### src/fcz_pkg.sv
// Package for the flash current zone scaler: constants and carrier types
// Notes on behaviour
// - The sensed voltage is split into three zones by the high and low thresholds and the flash current follows the zone.
// - Both thresholds can be set anywhere from zero to one volt.
// - One threshold step is about sixteen millivolts of sensed voltage.
// - Above the high threshold a new flash is not allowed to start.
// - Above the low threshold the flash current drops to seventy percent of the programmed peak.
// - Below the low threshold a flash runs at full programmed current.
// - A threshold crossing during a flash changes the current at once to the new zone's level.
// - An over-temperature indication above the upper limit shuts the block down.
// - After shutdown, operation resumes only when the lower recovery limit is passed, giving hysteresis.
// - Each threshold equals one volt times the six-bit code over sixty-three.
package fcz_pkg;

    localparam int          FCZ_CODE_W      = 6;
    localparam int          FCZ_ADC_W       = 12;
    localparam int          FCZ_LEVEL_W     = 8;
    // Full scale in millivolts; code max is 2^6 - 1
    localparam int          FCZ_FULL_MV     = 1000;
    localparam int          FCZ_CODE_MAX    = (1 << FCZ_CODE_W) - 1;
    localparam int          FCZ_STEP_MV     = 16;
    // Reduced current in percent of peak
    localparam int          FCZ_REDUCED_PCT = 70;
    localparam int          FCZ_PCT_FULL    = 100;
    // Thermal limits in degrees C
    localparam int          FCZ_TSD_HI_C    = 145;
    localparam int          FCZ_TSD_LO_C    = 125;
    // Reset values
    localparam logic [5:0]  FCZ_RST_CODE    = 6'h00;
    localparam logic [7:0]  FCZ_RST_LEVEL   = 8'h00;

    typedef enum logic [1:0] {
        FCZ_ZONE_FULL,
        FCZ_ZONE_REDUCED,
        FCZ_ZONE_BLOCKED
    } fcz_zone_type;

    typedef struct packed {
        logic [FCZ_CODE_W-1:0] hi_code;
        logic [FCZ_CODE_W-1:0] lo_code;
        logic                  sense_en;
    } fcz_cfg_type;

endpackage

### src/fcz_top.sv
// Flash current zone scaler top: zone decision, flash gating and thermal shutdown
`timescale 1ns/1ps
`default_nettype none
module fcz_top
    import fcz_pkg::*;
(
    input  wire logic                   I_CLK,
    input  wire logic                   I_RST,
    input  wire logic [FCZ_ADC_W-1:0]   I_LIGHT_TEMP_SENSE_INPUT_MV,
    input  wire logic                   I_SENSE_EN,
    input  wire logic [FCZ_CODE_W-1:0]  I_SENSE_HI_CODE,
    input  wire logic [FCZ_CODE_W-1:0]  I_SENSE_LO_CODE,
    input  wire logic [FCZ_LEVEL_W-1:0] I_PEAK_LEVEL,
    input  wire logic                   I_FLASH_REQ,
    input  wire logic                   I_TEMP_ABOVE_HI,
    input  wire logic                   I_TEMP_BELOW_LO,
    output logic [FCZ_LEVEL_W-1:0]      O_FLASH_LEVEL,
    output logic                        O_FLASH_ON,
    output logic [1:0]                  O_ZONE,
    output logic                        O_SHUTDOWN
);
    // Two-stage synchronisers for the analog-side inputs
    logic [FCZ_ADC_W-1:0]   sense_s1_r;
    logic [FCZ_ADC_W-1:0]   sense_s2_r;
    logic [2:0]             pin_s1_r;
    logic [2:0]             pin_s2_r;
    // Settings and decoded comparisons
    fcz_cfg_type            cfg;
    logic                   above_hi;
    logic                   above_lo;
    logic                   flash_req;
    logic                   t_hi;
    logic                   t_lo;
    // Registered state and its next values
    fcz_zone_type           zone_nxt;
    fcz_zone_type           zone_r;
    logic                   shut_nxt;
    logic                   shut_r;
    logic                   on_nxt;
    logic                   on_r;
    logic [FCZ_LEVEL_W-1:0] lvl_nxt;
    logic [FCZ_LEVEL_W-1:0] lvl_r;
    logic [FCZ_LEVEL_W+6:0] scaled;

    // Sense word is synced as a bus; it must hold a few cycles per change,
    // since a sample taken mid-change can show one torn value for a cycle
    always_ff @(posedge I_CLK)
    begin
        if (I_RST)
        begin
            sense_s1_r <= '0;
            sense_s2_r <= '0;
            pin_s1_r   <= '0;
            pin_s2_r   <= '0;
        end
        else
        begin
            sense_s1_r <= I_LIGHT_TEMP_SENSE_INPUT_MV;
            sense_s2_r <= sense_s1_r;
            pin_s1_r   <= {I_FLASH_REQ, I_TEMP_ABOVE_HI, I_TEMP_BELOW_LO};
            pin_s2_r   <= pin_s1_r;
        end
    end

    // Codes are quasi-static software settings, used directly
    assign cfg       = '{hi_code: I_SENSE_HI_CODE, lo_code: I_SENSE_LO_CODE,
                         sense_en: I_SENSE_EN};
    assign flash_req = pin_s2_r[2];
    assign t_hi      = pin_s2_r[1];
    assign t_lo      = pin_s2_r[0];

    fcz_thresh u_hi (
        .i_code     (cfg.hi_code),
        .i_sense_mv (sense_s2_r),
        .o_above    (above_hi)
    );
    fcz_thresh u_lo (
        .i_code     (cfg.lo_code),
        .i_sense_mv (sense_s2_r),
        .o_above    (above_lo)
    );

    // 70 percent of peak, rounded down; no divider beyond a constant
    assign scaled = (FCZ_LEVEL_W+7)'(I_PEAK_LEVEL) * (FCZ_LEVEL_W+7)'(FCZ_REDUCED_PCT);

    // Zone, shutdown and flash level next-state
    always_comb
    begin
        shut_nxt = shut_r;
        if (t_hi)
            shut_nxt = 1'b1;
        else if (shut_r && t_lo)
            shut_nxt = 1'b0;
        if (!cfg.sense_en)
            zone_nxt = FCZ_ZONE_FULL;
        else if (above_hi)
            zone_nxt = FCZ_ZONE_BLOCKED;
        else if (above_lo)
            zone_nxt = FCZ_ZONE_REDUCED;
        else
            zone_nxt = FCZ_ZONE_FULL;
        // High zone only blocks a start; an ongoing flash continues
        if (shut_nxt || !flash_req)
            on_nxt = 1'b0;
        else if (!on_r)
            on_nxt = (zone_nxt != FCZ_ZONE_BLOCKED);
        else
            on_nxt = 1'b1;
        // Level follows the zone every cycle, even mid-flash
        unique case (zone_nxt)
            FCZ_ZONE_REDUCED: lvl_nxt = FCZ_LEVEL_W'(scaled / FCZ_PCT_FULL);
            FCZ_ZONE_BLOCKED: lvl_nxt = FCZ_LEVEL_W'(scaled / FCZ_PCT_FULL);
            FCZ_ZONE_FULL:    lvl_nxt = I_PEAK_LEVEL;
        endcase
        if (!on_nxt)
            lvl_nxt = FCZ_RST_LEVEL;
    end

    // State registers; reset gives zone full, no flash, no shutdown
    always_ff @(posedge I_CLK)
    begin
        if (I_RST)
        begin
            zone_r <= FCZ_ZONE_FULL;
            shut_r <= 1'b0;
            on_r   <= 1'b0;
            lvl_r  <= FCZ_RST_LEVEL;
        end
        else
        begin
            zone_r <= zone_nxt;
            shut_r <= shut_nxt;
            on_r   <= on_nxt;
            lvl_r  <= lvl_nxt;
        end
    end

    // Outputs come straight from the state registers
    assign O_FLASH_LEVEL = lvl_r;
    assign O_FLASH_ON    = on_r;
    assign O_ZONE        = zone_r;
    assign O_SHUTDOWN    = shut_r;
endmodule
`default_nettype wire

### src/fcz_thresh.sv
// Threshold code to millivolt converter and comparator
`timescale 1ns/1ps
`default_nettype none
module fcz_thresh
    import fcz_pkg::*;
(
    input  wire logic [FCZ_CODE_W-1:0] i_code,
    input  wire logic [FCZ_ADC_W-1:0]  i_sense_mv,
    output logic                       o_above
);
    logic [FCZ_ADC_W+FCZ_CODE_W-1:0] lhs;
    logic [FCZ_ADC_W+FCZ_CODE_W-1:0] rhs;

    // Compare sense*63 against code*1000 to avoid a divider
    always_comb
    begin
        lhs     = (FCZ_ADC_W+FCZ_CODE_W)'(i_sense_mv) * (FCZ_ADC_W+FCZ_CODE_W)'(FCZ_CODE_MAX);
        rhs     = (FCZ_ADC_W+FCZ_CODE_W)'(i_code) * (FCZ_ADC_W+FCZ_CODE_W)'(FCZ_FULL_MV);
        o_above = lhs > rhs;
    end
endmodule
`default_nettype wire

### config.mk
export PLATFORM = sky130hd
export DESIGN_NAME = fcz_top
export DESIGN_NICKNAME = d
export VERILOG_FILES = /design/src/fcz_pkg.sv /design/src/fcz_top.sv /design/src/fcz_thresh.sv
export SDC_FILE = /design/constraint.sdc
export NUM_CORES = 1
export LEC_CHECK = 0
export ABC_AREA = 1
export BUFFER_PORTS_ARGS = -buffer_cell sky130_fd_sc_hd__buf_4
export CAP_MARGIN = 10
export CORE_MARGIN = 1.5
export CORE_UTILIZATION = 58
export CTS_CLUSTER_SIZE = 28
export DETAILED_ROUTE_END_ITERATION = 6
export PLACE_DENSITY = 0.79
export SYNTH_ARGS = -nofsm -noshare
export SYNTH_HDL_FRONTEND = slang
export SYNTH_SLANG_ARGS = --single-unit
### constraint.sdc
create_clock -name I_CLK -period 8.1 [get_ports I_CLK]
set_input_delay 0.405 -clock I_CLK [delete_from_list [all_inputs] [get_ports I_CLK]]
set_output_delay 0.405 -clock I_CLK [all_outputs]
set_load 0.005 [all_outputs]
Word level (Yosys, flattened, before mapping)
Index checks and enable logic that the tools add are counted.

Bits of input ports: 38. Logic and storage cells: 33. Register bits: 42. Output and inout bits: 12.

Order comparisons: 2. Reduce and logical (&&, ||, !) cells: 6. Multiplexer cells: 8. Divide/modulo/power cells: 1. $mul: 4. Bitwise gates (word level): 1. Equality and inequality tests: 3.

Operator list (count): $gt A18 B16 Y1 (2); $div A15 B7 Y32 const B (1); $mul A6 B7 Y13 const B (2); $mul A12 B6 Y18 const B (1); $pmux W8 S2 (1); $mul A8 B6 Y14 const B (1); $mux W1 (5); $mux W2 (2); $reduce_or A2 Y1 (2); $eq A2 B1 Y1 const B (1); $eq A2 B2 Y1 const B (1); $logic_not A2 Y1 (1); $ne A2 B2 Y1 const B (1); $logic_and A1 B1 Y1 (1); $logic_not A1 Y1 (1); $logic_or A1 B1 Y1 (1); $not A1 Y1 (1).

Depth between registers and ports, before layout
Depth in word-level cells: 10. Depth in mapped cells: 74. Gate-level depth less buffers: 73.

Modules after synthesis
Synthesis repeated with hierarchy kept, for this count alone.

Cells, all modules: 1656. Area total of the unflattened synthesis: 11158.2 µm².

By module, submodules not included: fcz_top (times used 1, sequential area each 840.8 µm², cells each 914, area each 5400.2 µm²); fcz_thresh (u_lo) (times used 1, sequential area each 0.0 µm², cells each 382, area each 2920.3 µm²); fcz_thresh (u_hi) (times used 1, sequential area each 0.0 µm², cells each 360, area each 2837.7 µm²).

Worst setup path before layout
Ideal clock, no wire load.

Kind: in2reg. From: in I_PEAK_LEVEL[6]. To: reg lvl_r[0], in the netlist O_FLASH_LEVEL[0]. Setup time: 0.117 ns. Path buffers: 4. Required time: 7.983 ns. Data arrival time: 8.015 ns. Path slack: -0.032 ns. Cell stages on the path: 67. Cell sequence: ha_1 > ha_1 > inv_1 > fa_1 > inv_1 > ha_1 > nand2_1 > nand2_1 > a21oi_1 > nand3_1 > nand2_2 > nand2_1 > o21ai_0 > inv_1 > ha_1 > inv_1 > nand3_1 > nand2_1 > [31 not listed] > nand2_4 > nand2_2 > nand2_2 > o21ai_4 > nand3_4 > buf_6 > nand3_2 > nand2_1 > nor2_4 > nand3_2 > nor2_4 > nor2_1 > nor2_1 > nand2_1 > nor2_1 > nand3_1 > nor2_1 > nor2_1.

Cells in the longest elaborated chain, start to end: 3.

Ends and longest elaborated chain: from (decl) (line fcz_top.sv:13) `input wire logic [FCZ_LEVEL_W-1:0] I_PEAK_LEVEL,`; $mul A8 B6 Y14 (line fcz_top.sv:84) `assign scaled = (FCZ_LEVEL_W+7)'(I_PEAK_LEVEL) * (FCZ_LEVEL_W+7)'(FCZ_REDUCED_PCT);`; $div A15 B7 Y32 (line fcz_top.sv:111, fcz_top.sv:112); $pmux W8 S2 (line fcz_top.sv:110) `unique case (zone_nxt)`; to (signal assigned) (line fcz_top.sv:134) `lvl_r <= lvl_nxt;`; to (decl) (line fcz_top.sv:42) `logic [FCZ_LEVEL_W-1:0] lvl_r;`.

No other way between the ends. A chain may end at the register's enable or synchronous reset.

Worst setup path in the final report
From: in I_PEAK_LEVEL[7]. To: reg lvl_r[0], in the netlist O_FLASH_LEVEL[0].

Same word-level chain as after synthesis.

==> metrics <==
antenna cells 0; CP endpoint kind register; pin count of the biggest net entering global routing 35; Layout area overhead 42.5%; worst hold path type in2reg; CORE AREA 15,400 µm²; post-layout min period 9.38 ns; f_max 0.107 GHz; Root Buffer clkbuf_16; highest net fanout along the worst path 7; CTS tree done; DP Wirelength 20,400 µm; critical path arrival 9.56 ns; Fin. Hold Viols 0; cell repeated most along the worst path nand2_1; initial antenna violation count 1; cts bufs inserted 5; Syn Std Cell Area 9230 µm²; endpoints failing setup 3; number of nets in the layout 1,934; Critical path origin I_PEAK_LEVEL[7]; Mapped Cells 1,366; CTS Buffer Depth 2; reg-to-reg endpoint O_FLASH_LEVEL[0]; Finished Core Util 85.5%; via count 11,700; grt total ovfl 0; Port-buffer cells 49; slack of the critical path -1.28 ns; Clock Latency Late Sink 0.29 ns; DRT iter0 DRCs 1,355; measured slew at the worst slew-check pin 0.513 ns; DRC viols 21; failing checks design-rule violations, negative setup slack; via/cell ratio 6.10; Slew headroom 65.7%; maxcap violations 0; share of cells above drive strength 1 36.6%; final WL 37,500 µm; fin crit share 116%; starting density of the core 60.0%; FF-to-FF Start sense_s2_r[3]; Cell variety after synth 50; global-route wire length before repair 47,700 µm; critical path class in2reg; syn_area_per_cell 6.75 µm²; Tot GR Track Use 35.3%; final setup skew 0.0140 ns; Seq/Total Area, Yosys 9.11%; Yosys Warn Count 0; Clock transition at path regs 0.07 ns; most common cell after layout, fill and taps aside buf_4; crit path to O_FLASH_LEVEL[0]; cell with the largest stage delay on the worst path fa_1; synth top area cells ha_1 (17%), fa_1 (13%), nand2_1 (12%), inv_1 (11%), dfxtp_1 (9.1%); most frequent cells in the layout buf_4 (322), inv_1 (258), nand2_1 (227), ha_1 (114), nor2_1 (100); CP Data Required Time 8.28 ns; die area 16,700 µm²; First-pass DRT Iterations 7; number of global-route vias before repair 10,500; Largest stage delay, worst path 0.58 ns; H-tree Lvls 2; GP Congestion 0.942; io pins 50; Syn Nets 1,591; Clock Sinks 42; startpoint type of the worst setup path input port; Final ANT Viol Nets 0; CTS Hold Bufs 0; wire per inst 19.5 µm; Die Ht 129 µm; FP Rows 45; Reg2Reg Depth 33; Die W 129 µm; Synth area leader ha_1; Final Max Slew Viols 0; Synth Register Bits 42; Hold Crit Depth 3; status complete, but fails checks; Synth top area share 17.1%; RSZ-0062 raised after global routing true; Worst R2R Setup Slack 1.25 ns
## cells by family after synthesis
family	count (synthesis)	synth area share (%)
AO/OA/AOI/OAI	120	7.87
XOR/XNOR	54	5.13
adder cells (fa/ha/maj)	187	30.3
buffers and inverters	296	12.4
flip-flops	42	9.11
AND/OR/NAND/NOR	667	35.1
## cells in the mapped netlist, drive strengths merged
cell / n
a211o: 1
a211oi: 1
a21boi: 1
a21o: 1
a21oi: 53
a32o: 1
and2: 3
buf: 5
clkbuf: 6
clkinv: 3
dfxtp: 42
fa: 61
ha: 126
inv: 282
nand2: 353
nand3: 104
nand3b: 7
nand4: 42
nor2: 140
nor3: 12
nor4: 2
o211a: 1
o211ai: 4
o21ai: 46
o21bai: 8
o221ai: 2
o31ai: 1
or2: 4
xnor2: 21
xor2: 33
## per-stage QoR
step / std cells / setup TNS (ns) / hold WS (ns) / instance area (µm²) / setup WS, ns
2_1_floorplan: 1366 / 0 / 0.388 / 9280 / 0.0149
3_3_place_gp: 1819 / -1.06 / 0.391 / 11400 / -0.627
3_5_place_dp: 1819 / -1.67 / 0.394 / 11400 / -0.894
4_1_cts: 1894 / -0.0999 / 0.325 / 12600 / -0.0788
5_1_grt: 1921 / -3.99 / 0.339 / 13100 / -1.76
6_report: 1921 / -2.85 / 0.326 / 13100 / -1.28
## flip-flops by register name (all words and copies together) (netlist names)
register / count
O_FLASH_LEVEL: 8
O_FLASH_ON: 1
sense_s2_r: 12
sense_s1_r: 12
O_SHUTDOWN: 1
pin_s2_r: 3
pin_s1_r: 3
O_ZONE: 2
## layout make-up
| type | count | area, µm² |
|---|---|---|
| inverters | 285 | 1080 |
| multi-input cells | 1029 | 8050 |
| well taps | 211 | 264 |
| clock inverters | 2 | 60.1 |
| flip-flops and latches | 42 | 841 |
| clock buffers | 6 | 139 |
| fillers | 734 | 2220 |
| repair buffers | 346 | 2710 |
## worst max-delay path: cells and delay by family
kind	cells	cell delay (ns)
simple gates	43	5.16
buf+inv	12	1.43
compound gates	6	1.40
fa+ha+maj	3	1.11
## per-layer routing
layer	share of wire [%]	routed length (µm)	global-route usage (%)	vias to the layer above
met3	9.4	3520	3.34	469
li1	-	-	-	4985
met5	0	0	0	-
met1	33	12300	38.3	5298
met2	47	17500	66.9	961
met4	11	4220	20.1	0
## how the worst min path moves through the flow
stage,from,end
6_report,I_TEMP_BELOW_LO,pin_s1_r[0]
5_1_grt,I_LIGHT_TEMP_SENSE_INPUT_MV[1],sense_s1_r[1]
4_1_cts,I_TEMP_ABOVE_HI,pin_s1_r[1]
3_5_place_dp,pin_s1_r[2],pin_s2_r[2]
3_3_place_gp,sense_s1_r[0],sense_s2_r[0]
2_1_floorplan,pin_s1_r[0],pin_s2_r[0]
## what timing repair did
item,CTS,global route
gates cloned,1,0
endpoints found under the setup margin,2,3
endpoints found under the hold margin,0,0
setup buffers,66,28
pin swaps,99,95
resized for setup,111,111
Power is left out: the tool's default activity adds up to more than one toggle a clock period on the data nets, which glitch-free logic cannot reach.
